## src/mac_timer_pkg.sv

```systemverilog
package mac_timer_pkg;

   // Special function register location and field positions.
   localparam logic [7:0] CFG_ADDR      = 8'hc3;
   localparam int         BIT_CMP_FLAG  = 7;
   localparam int         BIT_PER_FLAG  = 6;
   localparam int         BIT_OFC_FLAG  = 5;
   localparam int         BIT_CMP_SEL   = 3;
   localparam int         BIT_RSVD      = 2;
   localparam int         BIT_SYNC      = 1;
   localparam int         BIT_RUN       = 0;
   localparam logic [7:0] CFG_RESET     = 8'h02;

   // Restart arithmetic constants.
   localparam int          SLEEP_WIDTH  = 24;
   localparam int          OVH_CYCLES   = 75;
   // Ratio 976.5625 = 15625/16, held with four fraction bits.
   localparam int          RATIO_FRAC   = 4;
   localparam logic [13:0] RATIO_FIXED  = 14'h3d09;
   localparam logic [3:0]  ROUND_HALF   = 4'h8;
   localparam int          CALC_WIDTH   = 44;

   typedef struct packed {
      logic       write;
      logic       read;
      logic [7:0] addr;
      logic [7:0] data;
   } sfr_req_s;

   typedef struct packed {
      logic cmpEvent;
      logic perEvent;
      logic ofcEvent;
   } timer_events_s;

   typedef enum logic [3:0] {
      ST_IDLE     = 4'b0001,
      ST_WAIT_GO  = 4'b0010,
      ST_RUN      = 4'b0100,
      ST_WAIT_END = 4'b1000
   } run_state_e;

endpackage

```

## src/mac_timer_sync_reload_config.sv

```systemverilog
`timescale 1ns/100ps
module mac_timer_sync_reload_config
   import mac_timer_pkg::*;
(
   // Clock, reset and enable.
   input  wire logic                       clk,
   input  wire logic                       sys_rst,
   input  wire logic                       clkEn,
   // Special function register access.
   input  wire mac_timer_pkg::sfr_req_s    sfrReq,
   output logic [7:0]                      sfrRdata,
   // Timer datapath interface.
   input  wire mac_timer_pkg::timer_events_s events,
   input  wire logic                       sleepEdge,
   input  wire logic [23:0]                sleepNow,
   input  wire logic [15:0]                timerNow,
   input  wire logic [15:0]                timerPeriod,
   input  wire logic [19:0]                overflowNow,
   output logic                            timerRunning,
   output logic                            compareByteSelect,
   output logic                            reloadStrobe,
   output logic [15:0]                     reloadTimer,
   output logic [19:0]                     reloadOverflow
);
   import mac_timer_pkg::*;

   ////////////////////////////////////////////////////////////////////////
   logic            cmpFlag;
   logic            perFlag;
   logic            ofcFlag;
   logic            cmpSel;
   logic            rsvdBit;
   logic            syncEn;
   run_state_e      state;
   logic [6:0]      delayCnt;
   logic [23:0]     sleepStored;
   logic [43:0]     calcRemain;
   logic [19:0]     calcQuot;
   logic [15:0]     calcPeriod;
   logic [5:0]      divStep;
   logic            divBusy;
   logic            cfgWrite;
   logic            cfgRead;
   logic [43:0]     next_count;
   logic [43:0]     trial;

   assign cfgWrite = clkEn && sfrReq.write && sfrReq.addr == CFG_ADDR;
   assign cfgRead  = clkEn && sfrReq.read && sfrReq.addr == CFG_ADDR;

   // Elapsed sleep ticks; a zero or negative difference wraps by 2^24.
   function automatic logic [24:0] elapsedTicks(input logic [23:0] now,
                                                input logic [23:0] prev);
      logic [24:0] diff;
      diff = {1'b0, now} - {1'b0, prev};
      if (now <= prev) begin
         diff = {1'b1, 24'h000000} + {1'b0, now} - {1'b0, prev};
      end
      return diff;
   endfunction

   // Fixed point product is exact, so only the final rounding errs.
   always_comb begin
      logic [24:0] ticks;
      logic [43:0] prod;
      ticks = '0;
      prod = '0;
      ticks = elapsedTicks(sleepNow, sleepStored);
      prod = 44'(ticks) * 44'(RATIO_FIXED);
      prod = prod + 44'(ROUND_HALF) + 44'({timerNow, 4'h0})
             + 44'(OVH_CYCLES << RATIO_FRAC);
      next_count = prod >> RATIO_FRAC;
      trial = calcRemain - (44'(calcPeriod) << divStep);
   end

   ////////////////////////////////////////////////////////////////////////
   // Event flags.
   always_ff @(posedge clk) begin
      if (sys_rst) begin
         cmpFlag <= 1'b0;
         perFlag <= 1'b0;
         ofcFlag <= 1'b0;
      end else if (clkEn) begin
         if (events.cmpEvent) begin
            cmpFlag <= 1'b1;
         end else if (cfgWrite && !sfrReq.data[BIT_CMP_FLAG]) begin
            cmpFlag <= 1'b0;
         end
         if (events.perEvent) begin
            perFlag <= 1'b1;
         end else if (cfgWrite && !sfrReq.data[BIT_PER_FLAG]) begin
            perFlag <= 1'b0;
         end
         if (events.ofcEvent) begin
            ofcFlag <= 1'b1;
         end else if (cfgWrite && !sfrReq.data[BIT_OFC_FLAG]) begin
            ofcFlag <= 1'b0;
         end
      end
   end

   // Plain configuration bits.
   always_ff @(posedge clk) begin
      if (sys_rst) begin
         cmpSel  <= CFG_RESET[BIT_CMP_SEL];
         rsvdBit <= CFG_RESET[BIT_RSVD];
         syncEn  <= CFG_RESET[BIT_SYNC];
      end else if (clkEn && cfgWrite) begin
         cmpSel  <= sfrReq.data[BIT_CMP_SEL];
         rsvdBit <= sfrReq.data[BIT_RSVD];
         syncEn  <= sfrReq.data[BIT_SYNC];
      end
   end

   ////////////////////////////////////////////////////////////////////////
   // Run control. The run bit reads the state, not the last write.
   always_ff @(posedge clk) begin
      if (sys_rst) begin
         state    <= ST_IDLE;
         delayCnt <= '0;
      end else if (clkEn) begin
         case (state)
            ST_IDLE: begin
               if (cfgWrite && sfrReq.data[BIT_RUN]) begin
                  state <= sfrReq.data[BIT_SYNC] ? ST_WAIT_GO : ST_RUN;
               end
            end
            ST_WAIT_GO: begin
               if (delayCnt != '0) begin
                  delayCnt <= delayCnt - 7'h01;
                  if (delayCnt == 7'h01) begin
                     state <= ST_RUN;
                  end
               end else if (sleepEdge) begin
                  delayCnt <= 7'(OVH_CYCLES);
               end
            end
            ST_RUN: begin
               if (cfgWrite && !sfrReq.data[BIT_RUN]) begin
                  state <= sfrReq.data[BIT_SYNC] ? ST_WAIT_END : ST_IDLE;
               end
            end
            ST_WAIT_END: begin
               if (sleepEdge) begin
                  state <= ST_IDLE;
               end
            end
            default: begin
               state <= ST_IDLE;
            end
         endcase
      end
   end

   // Sleep value saved at each synchronised stop.
   always_ff @(posedge clk) begin
      if (sys_rst) begin
         sleepStored <= '0;
      end else if (clkEn && state == ST_WAIT_END && sleepEdge) begin
         sleepStored <= sleepNow;
      end
   end

   ////////////////////////////////////////////////////////////////////////
   // Restart arithmetic: restoring division of the count by the period,
   // one quotient bit per cycle, well inside the 75 cycle start window.
   always_ff @(posedge clk) begin
      if (sys_rst) begin
         calcRemain <= '0;
         calcQuot   <= '0;
         calcPeriod <= '0;
         divStep    <= '0;
         divBusy    <= 1'b0;
      end else if (clkEn) begin
         if (state == ST_WAIT_GO && delayCnt == '0 && sleepEdge) begin
            calcRemain <= next_count;
            calcPeriod <= timerPeriod;
            calcQuot   <= '0;
            // The count stays below 2^34, so 34 quotient steps cover it.
            divStep    <= 6'd33;
            divBusy    <= (timerPeriod != '0);
         end else if (divBusy) begin
            if (!trial[43] && (calcRemain >> divStep) >= 44'(calcPeriod))
            begin
               calcRemain <= trial;
               calcQuot   <= calcQuot | (20'h00001 << divStep);
            end
            if (divStep == '0) begin
               divBusy <= 1'b0;
            end else begin
               divStep <= divStep - 6'd1;
            end
         end
      end
   end

   // Outputs, all registered.
   always_ff @(posedge clk) begin
      if (sys_rst) begin
         timerRunning      <= 1'b0;
         compareByteSelect <= 1'b0;
         reloadStrobe      <= 1'b0;
         reloadTimer       <= '0;
         reloadOverflow    <= '0;
         sfrRdata          <= '0;
      end else if (clkEn) begin
         timerRunning      <= (state == ST_RUN) || (state == ST_WAIT_END);
         compareByteSelect <= cmpSel;
         reloadStrobe      <= state == ST_WAIT_GO && delayCnt == 7'h01;
         if (state == ST_WAIT_GO && delayCnt == 7'h01) begin
            reloadTimer    <= calcRemain[15:0];
            reloadOverflow <= overflowNow + calcQuot;
         end
         if (cfgRead) begin
            sfrRdata <= {cmpFlag, perFlag, ofcFlag, 1'b0, cmpSel,
                         rsvdBit, syncEn,
                         (state == ST_RUN) || (state == ST_WAIT_END)};
         end
      end
   end
endmodule

```

## config.mk

```make
export PLATFORM = sky130hd
export DESIGN_NAME = mac_timer_sync_reload_config
export DESIGN_NICKNAME = d
export VERILOG_FILES = /design/src/mac_timer_pkg.sv /design/src/mac_timer_sync_reload_config.sv
export SDC_FILE = /design/constraint.sdc
export NUM_CORES = 1
export LEC_CHECK = 0
export BUFFER_PORTS_ARGS = -buffer_cell sky130_fd_sc_hd__buf_2
export CORE_ASPECT_RATIO = 1.75
export CORE_MARGIN = 2
export CORE_UTILIZATION = 45
export DETAILED_ROUTE_END_ITERATION = 16
export PLACE_DENSITY = 0.72
export SYNTH_ARGS = -nofsm -noshare
export SYNTH_HDL_FRONTEND = slang
export SYNTH_SLANG_ARGS = --single-unit
```

## constraint.sdc

```tcl
create_clock -name clk -period 8.96 [get_ports clk]
set_clock_uncertainty 0.2 [all_clocks]
set_input_delay 1.344 -clock clk [delete_from_list [all_inputs] [get_ports clk]]
set_output_delay 1.344 -clock clk [all_outputs]
set_load 0.03 [all_outputs]
```

# Word level (Yosys, flattened, before mapping)

Index checks and enable logic that the tools add are counted.

Add/sub/neg operators: 10
Multiply operators: 1
Order comparisons: 2
Eq/ne operators: 12
Shift operators: 3
Muxes and demuxes: 29
Bitwise logic cells: 1
Reduce and logical (&&, ||, !) cells: 42

Operators with widths:

| kind                                                                  | number |
|---|---|
| 44-bit 2-to-1 mux                                                     | 3 |
| 20-bit 2-to-1 mux                                                     | 3 |
| 44-bit by 16-bit greater-or-equal comparator with 1-bit output        | 1 |
| 16-bit by 6-bit left shift with 44-bit output                         | 1 |
| 44-bit by 6-bit right shift with 44-bit output                        | 1 |
| 44-bit subtractor                                                     | 1 |
| 41-bit by 11-bit adder with 42-bit output, second input constant      | 1 |
| 40-bit by 20-bit adder with 41-bit output                             | 1 |
| 39-bit by 4-bit adder with 40-bit output, second input constant       | 1 |
| 25-bit by 14-bit multiplier with 39-bit output, second input constant | 1 |
| 25-bit by 24-bit adder with 25-bit output, first input constant       | 1 |
| 25-bit 2-to-1 mux                                                     | 1 |
| 24-bit by 24-bit subtractor with 25-bit output                        | 1 |
| 25-bit by 24-bit subtractor with 25-bit output                        | 1 |
| 24-bit less-or-equal comparator                                       | 1 |
| 4-bit 2-to-1 mux                                                      | 6 |
| 20-bit adder                                                          | 1 |
| 20-bit OR                                                             | 1 |
| 1-bit by 6-bit left shift with 20-bit output, first input constant    | 1 |
| 6-bit 2-to-1 mux                                                      | 3 |
| 1-bit logical AND                                                     | 16 |
| 4-bit case mux with 4 select lines                                    | 1 |
| 16-bit nonzero test                                                   | 1 |
| 7-bit 2-to-1 mux                                                      | 2 |
| other kinds (21)                                                      | 49 |

Register bits: 174
Input port bits: 101
Output and inout bits: 47

# Longest topological paths before layout

Depth after elaboration: 8
Gate-level depth with buffers: 35

# Least setup slack after synthesis

No wires, ideal clock.

Kind: input to register
Start point: in sleepNow[0]
End point: reg calcRemain[27]
Setup time: 0.137 ns
Data arrival time: 8.903 ns
Required time: 8.623 ns
Setup slack: -0.280 ns
Stages: 33
Cells stage by stage: inv_1 > ha_1 > inv_1 > fa_1 > a21o_1 > a21oi_1 > o21bai_1 > a31o_2 > a21oi_1 > o21bai_1 > a21oi_1 > xor2_1 > inv_1 > fa_1 > fa_1 > fa_1 > inv_1 > fa_1 > inv_1 > fa_1 > inv_1 > fa_1 > inv_1 > ha_1 > a21oi_1 > o211ai_1 > a2111oi_0 > o21ai_0 > a211oi_1 > o21ai_0 > xor2_1 > a211oi_1 > nor3_1

Cells in the longest elaborated chain, start to end: 8
Elaborated cells between the ends (all ways): 10

Ends and longest elaborated chain:

| element                                          | RTL line                            | source |
|---|---|---|
| start, declared                                  | mac_timer_sync_reload_config.sv:15  | `input wire logic [23:0] sleepNow,` |
| 25-bit by 24-bit adder with 25-bit output        | mac_timer_sync_reload_config.sv:56  | `diff = {1'b1, 24'h000000} + {1'b0, now} - {1'b0, prev};` |
| 25-bit by 24-bit subtractor with 25-bit output   | mac_timer_sync_reload_config.sv:56  |  |
| 25-bit 2-to-1 mux *                              | mac_timer_sync_reload_config.sv:55  | `if (now <= prev) begin` |
| 25-bit by 14-bit multiplier with 39-bit output * | mac_timer_sync_reload_config.sv:68  | `prod = 44'(ticks) * 44'(RATIO_FIXED);` |
| 39-bit by 4-bit adder with 40-bit output *       | mac_timer_sync_reload_config.sv:69  | `prod = prod + 44'(ROUND_HALF) + 44'({timerNow, 4'h0})` |
| 40-bit by 20-bit adder with 41-bit output *      | mac_timer_sync_reload_config.sv:69  |  |
| 41-bit by 11-bit adder with 42-bit output *      | mac_timer_sync_reload_config.sv:70  | `+ 44'(OVH_CYCLES << RATIO_FRAC);` |
| 44-bit 2-to-1 mux *                              | mac_timer_sync_reload_config.sv:174 | `if (state == ST_WAIT_GO && delayCnt == '0 && sleepEdge) begin` |
| end signal, assigned                             | mac_timer_sync_reload_config.sv:175 | `calcRemain <= next_count;` |
| end signal, assigned                             | mac_timer_sync_reload_config.sv:184 | `calcRemain <= trial;` |
| end, declared                                    | mac_timer_sync_reload_config.sv:37  | `logic [43:0] calcRemain;` |

Mark *: on every way between the ends. The rest lies on a longest branch, timed or not.
A chain may end at the register's enable or synchronous reset.

# Final worst setup path

Start point: in sleepNow[0]
End point: reg calcRemain[31]

The elaborated chain is that of the path after synthesis.

==> results.yml <==
place:
  portBuffers: 145
  gp_congestion: 1.02
  pre_cts_ws_ns: -0.739
  dp.cells: 3579
  hpwl_um: 58100
floorplan:
  die_area_um2: 51200
  die_w_um: 172
  core_area_um2: 48700
  die_y_um: 298
  start_util_pct: 45.6
  rows: 107
  io_pins: 148
drt:
  drc: 0
  wl_um: 72400
  wl_per_cell_um: 20.0
  drtIter0Drc: 1082
  vias: 21300
  viasPerCell: 5.88
  detail-route-antenna-nets: 0
  drtPass1Iterations: 7
critical_path:
  crit_arrival_ns: 8.89
  r2r.worst_path.cells: 33
  startpoint_type: "primary input"
  worstSetupEndpointType: "flip-flop"
  crit_path_max_fanout: 6
  cp.required_ns: 9.15
  slowest_stage: "fa_1"
  cpPeakStageDelay_ns: 0.56
  path_class: "in2reg"
power_and_ir_drop:
  power_frac_clock_pct: 6.6
  ir_drop_mv: 0.630
  seqPwrFrac_pct: 6.2
  p_total_mw: 12.5
  swShare_pct: 47.4
  p_per_area_nw_per_um2: 485
  internal-power_mw: 6.57
  switching_power_mw: 5.93
  power_frac_comb_pct: 87.2
  leakage_nw: 11.3
final_layout:
  final_cell_mix: "nand2_1, ha_1, nor2_1, a21oi_1, inv_1"
  fin_cells: 3623
  final_common_cell: "nand2_1"
  fin_nets: 3475
  fin_util_pct: 52.9
  layout-drive-gt1-share_pct: 18.8
  syn2layout_area_growth_pct: 16.1
timing:
  fmax_ghz: 0.115
  layout_setup_ws_ns: 0.253
  drv_slew: 0
  rsz0062_at_grt: "true"
  slew_headroom_pct: 8.46
  whs_ns: 0.251
  worst_pin_slew_ns: 1.36
  finalHoldViolCount: 0
  fin_crit_sh_pct: 97.2
  period_needed_ns: 8.71
  setup_viol: 0
logic_synthesis:
  yosysTopAreaCellShare_pct: 16.5
  synthesis.nets: 3251
  ys_ff_latch: 174
  yosys_most_used_dff: "dfxtp_1"
  yosysTopAreaCell: "ha_1"
  synth_cell_type_count: 78
  synth-edff-count: 0
  syn-mean-instance-area_um2: 8.13
  synthArstFlopShare_pct: 0
  yosys-top-cells-area: "ha_1, dfxtp_1, fa_1"
  syn_area_um2: 22200
  ys_warn_count: 0
  synth-seq-area-share_pct: 15.7
  syn_inst: 2730
clock_tree:
  tritoncts: "done"
  cts_made_buffers: 17
  hold_buffers: 0
  clock_path_buffers: 2
  clkTransAtPathRegs_ns: 0.08
  clock-sinks: 174
  cts-root-buf: "clkbuf_16"
  clk_latency_ns: 0.48
  htree_levels: 4
global_route:
  grt_pass1_vias: 21700
  grt_usage_pct: 28.3
  grt_max_degree: 81
  grt_pass1_wl_um: 113000
  grt_overflow_total: 0
  antenna_found_initial: 1
worst_hold_path:
  hp-class: "reg2reg"
  holdPathStages: 2
status:
  status: "finished clean"
flow_run:
  cap_viol_max_count: 0
cells by family (layout without fill, tap and decap cells):
family	count (synthesis)	in the layout	share of synthesized area (%)
adders and majority gates	420	420	28.0
AOI/OAI and AO/OA	693	693	20.3
muxes	122	122	8.60
DFF	174	174	15.7
buffers and inverters	362	599	6.55
other	1	3	0.0169
and+or+nand+nor	859	859	16.9
xor gates and xnor gates	99	99	3.94
repair_timing:
action,CTS,global route
setup buffers,1,9
gates resized for setup,17,78
hold endpoints to repair,0,0
pin swaps,10,78
setup endpoints to repair,14,18
worst max-delay path: cells and delay by family:
kind	cells	cell delay (ns)
buf+inv	9	0.80
fa+ha+maj	9	3.39
simple gates	2	0.47
xor+xnor	2	0.28
compound gates	15	2.59
flip-flops by register name (all words and copies together), names as in the netlist, 4 cells and up:
register,flops
sleepStored,24
reloadOverflow,20
delayCnt,7
calcQuot,20
calcRemain,44
state,4
calcPeriod,16
divStep,6
sfrRdata,7
reloadTimer,16
cell type report:
type	count	area [um2]
clock inverters	14	186
diodes	2	5.00
clock buffers	18	439
fillers	4623	22900
inverters	231	867
well taps	654	818
flip-flops and latches	174	3490
multi-input cells	2194	17800
repair buffers	336	2180
per-layer routing:
layer / global-route usage (%) / up-vias / routed length, um
li1: - / 10100 / -
met4: 24.9 / 0 / 7510
met3: 4.46 / 316 / 3040
met2: 51.3 / 696 / 37400
met1: 26.9 / 10200 / 24500
met5: 0 / - / 0
stage by stage:
step | area (um2) | setup TNS [ns]
6_report | 25800 | 0
5_1_grt | 25800 | -0.654
4_1_cts | 25300 | 0
3_5_place_dp | 24600 | -11.45
3_3_place_gp | 24600 | -8.45
2_1_floorplan | 22200 | 0
power by group through the flow:
stage / Clock, mW / Combinational (mW) / Sequential (mW)
2_1_floorplan: 0 / 4.99 / 0.792
3_3_place_gp: 0 / 8.92 / 0.792
3_5_place_dp: 0 / 9.16 / 0.792
4_1_cts: 0.838 / 9.38 / 0.774
5_1_grt: 0.867 / 11.8 / 0.774
6_report: 0.822 / 10.9 / 0.774
synthesized netlist by cell type, types with 14 or more instances:
library cell / number
buf_1: 15
o21a_1: 25
nand2b_1: 17
o211ai_1: 27
a41oi_1: 14
a31oi_1: 26
o21ai_0: 112
o21bai_1: 15
xnor2_1: 69
a21oi_1: 234
clkbuf_1: 81
nand2_1: 391
dfxtp_1: 174
nor2_1: 226
nand4_1: 17
xor2_1: 29
inv_1: 227
buf_2: 25
nor3_1: 60
fa_1: 127
a211oi_1: 55
mux2i_1: 55
a21o_1: 60
mux4_2: 52
and3_1: 15
ha_1: 293
nor2b_1: 19
nand3_1: 33
and2_1: 23
path summary, 6_finish.rpt:
path,from,slack [ns],end
max,sleepNow[0],0.25,calcRemain[31]$_SDFFE_PP0P_
min,reloadOverflow[13]$_SDFFE_PP0P_,0.25,reloadOverflow[13]$_SDFFE_PP0P_
max reg2reg,sleepStored[1]$_SDFFE_PP0P_,0.84,calcRemain[31]$_SDFFE_PP0P_
min reg2reg,reloadOverflow[13]$_SDFFE_PP0P_,0.25,reloadOverflow[13]$_SDFFE_PP0P_
(Power assumes the default switching activity.)
